File: src/cdc_clock_divider_defines.vh
// Constants for the clock divider and doubled-clock duty programming block.
`ifndef CDC_CLOCK_DIVIDER_DEFINES_VH
`define CDC_CLOCK_DIVIDER_DEFINES_VH

// ----------------------------------------------------------------------------
// Register offsets on the three-bit address.
// ----------------------------------------------------------------------------
`define CDC_OFS_INPUT_DIVIDER_CTRL    3'h0
`define CDC_OFS_FEEDBACK_DIVIDER_CTRL 3'h1
`define CDC_OFS_OUTPUT_DIVIDER_CTRL   3'h2
`define CDC_OFS_DOUBLED_DUTY_CTRL     3'h3

// ----------------------------------------------------------------------------
// Divider register fields.
// ----------------------------------------------------------------------------
`define CDC_DIV_VALUE_MSB 3
`define CDC_DIV_VALUE_LSB 0
`define CDC_DIV_RESET_BIT 7

// Ratio modulus for values above the top ratio.
`define CDC_DIV_MODULUS 4'h8

// Value that selects the bypass path.
`define CDC_DIV_BYPASS_VALUE 4'h0

// ----------------------------------------------------------------------------
// Doubled-clock duty register fields.
// ----------------------------------------------------------------------------
`define CDC_DUTY_FIRST_FINE_MSB 2
`define CDC_DUTY_FIRST_FINE_LSB 0
`define CDC_DUTY_SECOND_FINE_MSB 5
`define CDC_DUTY_SECOND_FINE_LSB 3
`define CDC_DUTY_FIRST_RANGE_BIT 6
`define CDC_DUTY_SECOND_RANGE_BIT 7

// Number of 6.25 percent steps that make up 50 percent.
`define CDC_DUTY_HALF_STEPS 5'h08

// ----------------------------------------------------------------------------
// Reset values.
// ----------------------------------------------------------------------------
`define CDC_RST_DIVIDER_CTRL 8'h00
`define CDC_RST_DUTY_CTRL    8'h00
`define CDC_READ_UNMAPPED    8'h00

`endif

File: src/cdc_divider.v
// One programmable clock divider with its own input synchroniser and bypass path.
`timescale 1ns/10ps
`default_nettype none
`include "cdc_clock_divider_defines.vh"

module cdc_divider (
  // Clock and reset.
  input wire clk,
  input wire rst,
  // Clock to divide, asynchronous to clk.
  input wire src_pin,
  // Programmed four-bit value.
  input wire [3:0] value,
  // Divided or bypassed clock.
  output reg clk_out
);

  reg src_s1;
  reg src_s2;
  reg src_d;
  reg div_q;
  reg [3:0] cnt;
  wire [3:0] ratio;
  wire bypass;
  wire rise;
  wire fall;

  // Two-stage synchroniser; only the second stage is looked at.
  always @(posedge clk) begin
    if (rst) begin
      src_s1 <= 1'b0;
      src_s2 <= 1'b0;
      src_d <= 1'b0;
    end else begin
      src_s1 <= src_pin;
      src_s2 <= src_s1;
      src_d <= src_s2;
    end
  end

  assign rise = src_s2 & ~src_d;
  assign fall = ~src_s2 & src_d;

  // Values above the top ratio fold back modulo eight; eight itself stays eight.
  assign ratio = (value > `CDC_DIV_MODULUS) ? (value - `CDC_DIV_MODULUS) : value;
  assign bypass = (value == `CDC_DIV_BYPASS_VALUE);

  // Output is high for the first source high phase of every group of ratio periods.
  always @(posedge clk) begin
    if (rst) begin
      cnt <= 4'h0;
      div_q <= 1'b0;
    end else if (rise) begin
      div_q <= (cnt == 4'h0);
      if (cnt >= ratio - 4'h1) begin
        cnt <= 4'h0;
      end else begin
        cnt <= cnt + 4'h1;
      end
    end else if (fall) begin
      div_q <= 1'b0;
    end
  end

  // Bypass takes the synchronised source one stage earlier than the divider path.
  always @(posedge clk) begin
    if (rst) begin
      clk_out <= 1'b0;
    end else if (bypass) begin
      clk_out <= src_s2;
    end else begin
      clk_out <= div_q;
    end
  end

endmodule // cdc_divider
`default_nettype wire

File: src/cdc_clock_divider.v
// Register interface, three clock dividers and doubled-clock duty decode.
`timescale 1ns/10ps
`default_nettype none
`include "cdc_clock_divider_defines.vh"

// ----------------------------------------------------------------------------
// Top module.
// ----------------------------------------------------------------------------

// Summary of operation
// - Input clock divided by value; zero bypasses.
// - Values above eight use modulo eight.
// - Bypass path shorter than divide by one.
// - Feedback clock divided by value; zero bypasses.
// - Delay line clock divided; zero bypasses.
// - Reset bit holds divider at default.
// - Global reset on dividers gated by ignore bit.
// - Duty means fraction of period clock high.
// - First half duty from bit6 and fine bits.
// - Second half duty from bit7 and bits5:3.
// - Bit 6 picks first period range.
// - Bit 7 picks second period range.
// - Ignore bit set blocks global reset.
// - Duty settings apply only in DLL mode with 2x.
// - Read data driven while read strobe high.
// - Write captured on strobe rise, never both.
module cdc_clock_divider (
  // System clock and reset.
  input wire SYS_CLK,
  input wire RST,
  // Global set/reset from the chip, active low, asynchronous.
  input wire GLOBAL_SET_RESET_N,
  // Control register bit that makes the global reset have no effect.
  input wire GLOBAL_RESET_IGNORE,
  // Mode register state: DLL mode and 2x output selection.
  input wire DLL_MODE,
  input wire MODE_2X,
  // Register port from fabric logic, asynchronous.
  input wire [2:0] ADDR,
  input wire [7:0] WDATA,
  input wire READ_STROBE,
  input wire WRITE_STROBE,
  // Read data and its output enable, low while driving.
  output reg [7:0] RDATA,
  output reg RDATA_OE_N,
  // Clocks to divide.
  input wire INPUT_CLK,
  input wire FEEDBACK_CLK,
  input wire DELAY_LINE_CLK,
  // Divided clocks.
  output wire INPUT_DIV_CLK,
  output wire FEEDBACK_DIV_CLK,
  output wire OUTPUT_DIV_CLK,
  // Doubled-clock duty decode in 6.25 percent steps.
  output reg [4:0] DUTY_FIRST_STEPS,
  output reg [4:0] DUTY_SECOND_STEPS,
  output reg DUTY_ACTIVE
);

  // --------------------------------------------------------------------------
  // Synchronisers.
  // --------------------------------------------------------------------------

  reg re_s1;
  reg re_s2;
  reg we_s1;
  reg we_s2;
  reg we_d;
  reg gsr_n_s1;
  reg gsr_n_s2;
  reg ign_s1;
  reg ign_s2;
  reg mode_dll_s1;
  reg mode_dll_s2;
  reg mode_2x_s1;
  reg mode_2x_s2;
  reg [2:0] addr_s1;
  reg [2:0] addr_s2;
  reg [7:0] wdata_s1;
  reg [7:0] wdata_s2;

  // Every asynchronous input passes two flops. Address and data are stable
  // around the strobe, so the bus synchronisers settle before the strobe edge
  // is seen; a fabric that changes them with the strobe would tear a word.
  always @(posedge SYS_CLK) begin
    if (RST) begin
      re_s1 <= 1'b0;
      re_s2 <= 1'b0;
      we_s1 <= 1'b0;
      we_s2 <= 1'b0;
      we_d <= 1'b0;
      gsr_n_s1 <= 1'b1;
      gsr_n_s2 <= 1'b1;
      ign_s1 <= 1'b0;
      ign_s2 <= 1'b0;
      mode_dll_s1 <= 1'b0;
      mode_dll_s2 <= 1'b0;
      mode_2x_s1 <= 1'b0;
      mode_2x_s2 <= 1'b0;
      addr_s1 <= 3'h0;
      addr_s2 <= 3'h0;
      wdata_s1 <= 8'h00;
      wdata_s2 <= 8'h00;
    end else begin
      re_s1 <= READ_STROBE;
      re_s2 <= re_s1;
      we_s1 <= WRITE_STROBE;
      we_s2 <= we_s1;
      we_d <= we_s2;
      gsr_n_s1 <= GLOBAL_SET_RESET_N;
      gsr_n_s2 <= gsr_n_s1;
      ign_s1 <= GLOBAL_RESET_IGNORE;
      ign_s2 <= ign_s1;
      mode_dll_s1 <= DLL_MODE;
      mode_dll_s2 <= mode_dll_s1;
      mode_2x_s1 <= MODE_2X;
      mode_2x_s2 <= mode_2x_s1;
      addr_s1 <= ADDR;
      addr_s2 <= addr_s1;
      wdata_s1 <= WDATA;
      wdata_s2 <= wdata_s1;
    end
  end

  // --------------------------------------------------------------------------
  // Global reset qualification.
  // --------------------------------------------------------------------------

  // The global reset reaches the dividers only while the ignore bit is clear,
  // so a clock sent off chip keeps running through a fabric reset.
  wire gsr_hit;
  assign gsr_hit = ~gsr_n_s2 & ~ign_s2;

  // --------------------------------------------------------------------------
  // Write decode.
  // --------------------------------------------------------------------------

  // A write is the rising edge of the write strobe. If the read strobe is also
  // high the access is illegal and the write is dropped rather than guessed.
  wire wr_fire;
  assign wr_fire = we_s2 & ~we_d & ~re_s2;

  // --------------------------------------------------------------------------
  // Control registers.
  // --------------------------------------------------------------------------

  reg [7:0] input_divider_ctrl;
  reg [7:0] feedback_divider_ctrl;
  reg [7:0] output_divider_ctrl;
  reg [7:0] doubled_clock_duty_ctrl;
  reg [7:0] next_input_divider_ctrl;
  reg [7:0] next_feedback_divider_ctrl;
  reg [7:0] next_output_divider_ctrl;

  // Next value of a divider register from a write. Reserved bits are dropped,
  // and a set reset bit forces the value field back to bypass.
  function [7:0] div_write;
    input [7:0] data;
    begin
      div_write = `CDC_RST_DIVIDER_CTRL;
      div_write[`CDC_DIV_RESET_BIT] = data[`CDC_DIV_RESET_BIT];
      if (!data[`CDC_DIV_RESET_BIT]) begin
        div_write[`CDC_DIV_VALUE_MSB:`CDC_DIV_VALUE_LSB] = data[`CDC_DIV_VALUE_MSB:`CDC_DIV_VALUE_LSB];
      end
    end
  endfunction

  // Divider register next values; a held reset bit keeps the field cleared.
  always @* begin
    next_input_divider_ctrl = input_divider_ctrl;
    next_feedback_divider_ctrl = feedback_divider_ctrl;
    next_output_divider_ctrl = output_divider_ctrl;
    if (wr_fire && addr_s2 == `CDC_OFS_INPUT_DIVIDER_CTRL) begin
      next_input_divider_ctrl = div_write(wdata_s2);
    end
    if (wr_fire && addr_s2 == `CDC_OFS_FEEDBACK_DIVIDER_CTRL) begin
      next_feedback_divider_ctrl = div_write(wdata_s2);
    end
    if (wr_fire && addr_s2 == `CDC_OFS_OUTPUT_DIVIDER_CTRL) begin
      next_output_divider_ctrl = div_write(wdata_s2);
    end
  end

  // Divider registers; the qualified global reset returns them to default.
  always @(posedge SYS_CLK) begin
    if (RST || gsr_hit) begin
      input_divider_ctrl <= `CDC_RST_DIVIDER_CTRL;
      feedback_divider_ctrl <= `CDC_RST_DIVIDER_CTRL;
      output_divider_ctrl <= `CDC_RST_DIVIDER_CTRL;
    end else begin
      input_divider_ctrl <= next_input_divider_ctrl;
      feedback_divider_ctrl <= next_feedback_divider_ctrl;
      output_divider_ctrl <= next_output_divider_ctrl;
    end
  end

  // Duty register; all eight bits are meaningful, the global reset spares it.
  always @(posedge SYS_CLK) begin
    if (RST) begin
      doubled_clock_duty_ctrl <= `CDC_RST_DUTY_CTRL;
    end else if (wr_fire && addr_s2 == `CDC_OFS_DOUBLED_DUTY_CTRL) begin
      doubled_clock_duty_ctrl <= wdata_s2;
    end
  end

  // --------------------------------------------------------------------------
  // Read port.
  // --------------------------------------------------------------------------

  reg [7:0] next_rdata;

  // Read mux; the address may move while the strobe stays high.
  always @* begin
    case (addr_s2)
      `CDC_OFS_INPUT_DIVIDER_CTRL: begin
        next_rdata = input_divider_ctrl;
      end
      `CDC_OFS_FEEDBACK_DIVIDER_CTRL: begin
        next_rdata = feedback_divider_ctrl;
      end
      `CDC_OFS_OUTPUT_DIVIDER_CTRL: begin
        next_rdata = output_divider_ctrl;
      end
      `CDC_OFS_DOUBLED_DUTY_CTRL: begin
        next_rdata = doubled_clock_duty_ctrl;
      end
      default: begin
        next_rdata = `CDC_READ_UNMAPPED;
      end
    endcase
  end

  // Data is driven while the strobe is high and released when it falls; the
  // released bus shows zero so that no stale word is left on the output flops.
  always @(posedge SYS_CLK) begin
    if (RST) begin
      RDATA <= 8'h00;
      RDATA_OE_N <= 1'b1;
    end else if (re_s2) begin
      RDATA <= next_rdata;
      RDATA_OE_N <= 1'b0;
    end else begin
      RDATA <= 8'h00;
      RDATA_OE_N <= 1'b1;
    end
  end

  // --------------------------------------------------------------------------
  // Dividers.
  // --------------------------------------------------------------------------

  wire rst_input_div;
  wire rst_feedback_div;
  wire rst_output_div;

  // A divider is held while its reset bit is one or the global reset hits it.
  assign rst_input_div = RST | gsr_hit | input_divider_ctrl[`CDC_DIV_RESET_BIT];
  assign rst_feedback_div = RST | gsr_hit | feedback_divider_ctrl[`CDC_DIV_RESET_BIT];
  assign rst_output_div = RST | gsr_hit | output_divider_ctrl[`CDC_DIV_RESET_BIT];

  // Input clock divider.
  cdc_divider u_input_divider (
    .clk(SYS_CLK),
    .rst(rst_input_div),
    .src_pin(INPUT_CLK),
    .value(input_divider_ctrl[`CDC_DIV_VALUE_MSB:`CDC_DIV_VALUE_LSB]),
    .clk_out(INPUT_DIV_CLK)
  );

  // Feedback clock divider.
  cdc_divider u_feedback_divider (
    .clk(SYS_CLK),
    .rst(rst_feedback_div),
    .src_pin(FEEDBACK_CLK),
    .value(feedback_divider_ctrl[`CDC_DIV_VALUE_MSB:`CDC_DIV_VALUE_LSB]),
    .clk_out(FEEDBACK_DIV_CLK)
  );

  // Delay line output divider feeding the fast clock network.
  cdc_divider u_output_divider (
    .clk(SYS_CLK),
    .rst(rst_output_div),
    .src_pin(DELAY_LINE_CLK),
    .value(output_divider_ctrl[`CDC_DIV_VALUE_MSB:`CDC_DIV_VALUE_LSB]),
    .clk_out(OUTPUT_DIV_CLK)
  );

  // --------------------------------------------------------------------------
  // Doubled-clock duty decode.
  // --------------------------------------------------------------------------

  wire [4:0] first_fine;
  wire [4:0] second_fine;
  wire [4:0] first_base;
  wire [4:0] second_base;
  wire duty_apply;

  // Steps count high time in sixteenths of the period: range bit gives half,
  // fine field plus one gives the rest.
  assign first_fine = {2'b00, doubled_clock_duty_ctrl[`CDC_DUTY_FIRST_FINE_MSB:`CDC_DUTY_FIRST_FINE_LSB]} + 5'h01;
  assign second_fine = {2'b00, doubled_clock_duty_ctrl[`CDC_DUTY_SECOND_FINE_MSB:`CDC_DUTY_SECOND_FINE_LSB]} + 5'h01;
  assign first_base = doubled_clock_duty_ctrl[`CDC_DUTY_FIRST_RANGE_BIT] ? `CDC_DUTY_HALF_STEPS : 5'h00;
  assign second_base = doubled_clock_duty_ctrl[`CDC_DUTY_SECOND_RANGE_BIT] ? `CDC_DUTY_HALF_STEPS : 5'h00;

  // The settings take effect only in DLL mode with the doubled output chosen.
  assign duty_apply = mode_dll_s2 & mode_2x_s2;

  // Outside 2x mode both halves report an even 50 percent high time.
  always @(posedge SYS_CLK) begin
    if (RST) begin
      DUTY_FIRST_STEPS <= `CDC_DUTY_HALF_STEPS;
      DUTY_SECOND_STEPS <= `CDC_DUTY_HALF_STEPS;
      DUTY_ACTIVE <= 1'b0;
    end else if (duty_apply) begin
      DUTY_FIRST_STEPS <= first_base + first_fine;
      DUTY_SECOND_STEPS <= second_base + second_fine;
      DUTY_ACTIVE <= 1'b1;
    end else begin
      DUTY_FIRST_STEPS <= `CDC_DUTY_HALF_STEPS;
      DUTY_SECOND_STEPS <= `CDC_DUTY_HALF_STEPS;
      DUTY_ACTIVE <= 1'b0;
    end
  end

endmodule // cdc_clock_divider
`default_nettype wire

File: config.mk
export PLATFORM = sky130hd
export DESIGN_NAME = cdc_clock_divider
export DESIGN_NICKNAME = d
export VERILOG_FILES = /design/src/cdc_divider.v /design/src/cdc_clock_divider.v
export VERILOG_INCLUDE_DIRS = /design/src /design/src/src
export SDC_FILE = /design/constraint.sdc
export NUM_CORES = 1
export LEC_CHECK = 0
export BUFFER_PORTS_ARGS = -buffer_cell sky130_fd_sc_hd__buf_2
export CORE_AREA = 3 3 102 104
export CTS_CLUSTER_SIZE = 28
export DETAILED_ROUTE_END_ITERATION = 12
export DIE_AREA = 0 0 105 107
export SLEW_MARGIN = 20
export SYNTH_ARGS = -nofsm -noshare
export SYNTH_HDL_FRONTEND = slang
export SYNTH_SLANG_ARGS = --single-unit
File: constraint.sdc
create_clock -name SYS_CLK -period 1.8 [get_ports SYS_CLK]
set_input_delay 0.09 -clock SYS_CLK [delete_from_list [all_inputs] [get_ports SYS_CLK]]
set_output_delay 0.09 -clock SYS_CLK [all_outputs]
set_load 0.02 [all_outputs]
==> impl_metrics.yaml <==
sta:
  setup_viol: 2
  setup_tns_ps: -19.0
  setup_slack_ps: -11.0
  worstMarginPinSlew_ps: 359
  finalClockSkew_ps: 17.5
  fmax_mhz: 552
  whs_ps: 418
  slew-limit-headroom: 0.760
  fin_crit_ps: 1810
  hold_violations: 0
  rsz0062_at_grt: "yes"
  finalCritPeriodShare: 1.01
  drv_slew: 0
clock_network:
  cts_buffers: 9
  clkTransAtPathRegs_ps: 100
  cts_sinks: 105
  cts_buffer_depth: 2
  cts-root-buf: "clkbuf_8"
  cts_tree: "yes"
  insertion_delay_ps: 370
  htreeDepth: 3
die:
  die_y_um: 107
  io_pins: 45
  die_x_um: 105
  die_area_um2: 11200
  start_util: 0.442
  num_rows: 36
  coreArea_um2: 9640
place:
  dpl.hpwl_mm: 5.52
  dp_slack_ps: -85.6
  port_buffers: 44
  placed_cell_area_um2: 4700
  dp.cells: 604
  gp_congestion: 0.803
route:
  highest_layer: "met4"
  wl_met2_mm: 4.00
  dr.first_iter.drc_count: 87
  wl_per_cell_um: 12.2
  drc_errors: 0
  ant_nets: 0
  met3_length_um: 211
  avgViaCountPerCell: 4.68
  vias: 3020
  wirelength_mm: 7.88
  first_pass_iters: 4
  drt-met1-wl_mm: 3.52
worst_setup_path:
  worst_setup_path_start_kind: "flop"
  cp.depth: 10
  cpMaxStageDelayCell: "dfxtp_2"
  endpoint: "u_feedback_divider.cnt[2]$_SDFFE_PP0P_"
  timing.rr.end: "u_feedback_divider.cnt[2]$_SDFFE_PP0P_"
  path_delay_family: "compound AO/OA/AOI/OAI gates"
  cp-end-kind: "flop"
  rrSetupSlack_ps: -10
  crit_start: "feedback_divider_ctrl[1]$_SDFFE_PP0P_"
  cp.required_ps: 2100
  critPathKind: "flop to flop"
  critPathArrivalTime_ps: 2110
  critical_path_buf_inv_count: 1
  worstPathMaxFanout: 5
  reg2reg_depth: 10
  reg2reg_from: "feedback_divider_ctrl[1]$_SDFFE_PP0P_"
  slowest_delay_ps: 330
  crit_chain: "inv_2, ha_4, nand2_2, xnor2_1, nand2b_1, ha_1, a21oi_1, o21a_2, nand4b_1, a31oi_1"
cells_and_area:
  n_antenna_cell: 0
  nFillCells: 889
  nNetsFinal: 558
  syn_to_final_growth_pct: 24.9
  drive_above_1_share: 0.268
  final_common_cell: "dfxtp_1"
  final_cell_mix: "99 x dfxtp_1, 44 x buf_2, 40 x nor2b_1, 32 x nor2_1, 25 x mux2i_1"
  finish.instance_area_um2: 5320
  final_cell_count_no_fill: 645
  fin_util: 0.552
synthesis:
  syn_inst: 425
  synth_cell_types: 40
  async_flop_share: 0
  synth_edf_count: 0
  synth_seq_cells: 105
  yosysWarnings: 0
  netlist_area_um2: 4260
  synth_ff_type: "dfxtp_1"
  syn_nets: 476
  synth-seq-area-share: 0.493
  avgSynthCellArea_um2: 10.0
power:
  power.density_nw_per_um2: 755
  p_leak_nw: 2.22
  power_mw: 4.02
  peakVddDrop_mv: 0.421
worst_hold_path:
  hold_path.class: "flop to flop"
grt:
  antenna_found_initial: 0
  grt_pass1_wl_mm: 13.1
  grt_pass1_vias: 2928
  track_usage: 0.145
  grt_max_degree: 26
  grt.overflow.total: 0
job:
  drv_cap: 0
outcome:
  status: "finished with violations"
  violations: "setup timing"
## final cells by class
cell class                      instances  area, um^2  area share
Clock buffer                           10         128      0.0240
Clock inverter                          6        62.6      0.0118
Inverter                               16        60.1      0.0113
Multi-Input combinational cell        287        2190       0.411
Sequential cell                       105        2110       0.396
Tap cell                              133         166      0.0313
Timing Repair Buffer                   88         607       0.114
## worst reg2reg max path: cells and delay by family, from the launching register on
family / cells / cell delay [ps]
fa+ha+maj: 2 / 450
compound gates: 3 / 510
buf+inv: 1 / 80
simple gates: 3 / 240
flops: 1 / 330
xor+xnor: 1 / 150
## per-layer routing
| layer | GRT usage | up-vias |
|---|---|---|
| met5 | 0 | - |
| met4 | 0.0562 | 0 |
| met3 | 0.0325 | 13 |
| met2 | 0.263 | 47 |
| met1 | 0.167 | 1383 |
| li1 | - | 1577 |
## registers in the layout, indices dropped and copies added (netlist names), 3 cells and up
name                     count
u_input_divider.cnt          4
addr_s2                      3
wdata_s1                     8
u_output_divider.cnt         4
RDATA                        8
addr_s1                      3
input_divider_ctrl           5
feedback_divider_ctrl        5
u_feedback_divider.cnt       4
output_divider_ctrl          5
wdata_s2                     8
DUTY_FIRST_STEPS             5
doubled_clock_duty_ctrl      8
DUTY_SECOND_STEPS            5
## cells by family after synthesis
family / Yosys count / share of synthesized area
AO/OA/AOI/OAI: 38 / 0.0555
multiplexers: 25 / 0.0587
flip-flops: 105 / 0.493
AND/OR/NAND/NOR: 182 / 0.246
XOR/XNOR: 13 / 0.0267
buffers and inverters: 33 / 0.0347
adder cells (fa/ha/maj): 29 / 0.0852
## cell usage after synthesis, types with 2 or more instances
library cell	n	area, um^2
a22oi_1	3	22.5
mux2i_1	25	250
nand3_1	21	105
nand2b_1	14	87.6
nand2_1	20	75.1
o22ai_1	5	31.3
nand4_1	3	18.8
xnor2_1	8	70.1
o211ai_1	3	22.5
or2_2	5	31.3
clkbuf_1	10	37.5
o21a_1	3	22.5
nand2_2	2	12.5
buf_2	4	20.0
a21oi_1	20	100
nor2_1	34	128
nor3b_1	3	22.5
nor4b_1	3	26.3
nor3_1	2	10.0
inv_1	15	56.3
buf_6	2	22.5
ha_1	29	363
nand3b_1	3	22.5
nand4b_1	3	26.3
nor2b_1	41	257
and2_1	19	119
or2_1	2	12.5
xor2_1	5	43.8
a31oi_1	3	18.8
dfxtp_1	105	2100
## worst min path at each step
stage                              startpoint             endpoint  slack, ps  cells past startpoint
after floorplan            GLOBAL_SET_RESET_N  gsr_n_s1$_SDFF_PP1_        190                      1
after global placement     GLOBAL_SET_RESET_N  gsr_n_s1$_SDFF_PP1_        290                      2
after detailed placement   GLOBAL_SET_RESET_N  gsr_n_s1$_SDFF_PP1_        290                      2
after CTS                 gsr_n_s1$_SDFF_PP1_  gsr_n_s2$_SDFF_PP1_        420                      1
after global routing      gsr_n_s1$_SDFF_PP1_  gsr_n_s2$_SDFF_PP1_        440                      1
final                     gsr_n_s1$_SDFF_PP1_  gsr_n_s2$_SDFF_PP1_        420                      1
## power by group
group          total, mW  leakage [nW]  switching, mW  internal, mW
clock               1.39        0.0893          0.851         0.537
combinational      0.235          1.27          0.110         0.125
sequential          2.40         0.858         0.0239          2.37
## what timing repair did
action,4_1_cts,5_1_grt
pin swaps,13,17
endpoints found under the setup margin,10,12
hold endpoints to repair,24,0
hold buffers,21,0
setup buffers,2,2
gates resized for setup,17,32
No activity file was read; power rests on OpenSTA's default activity.
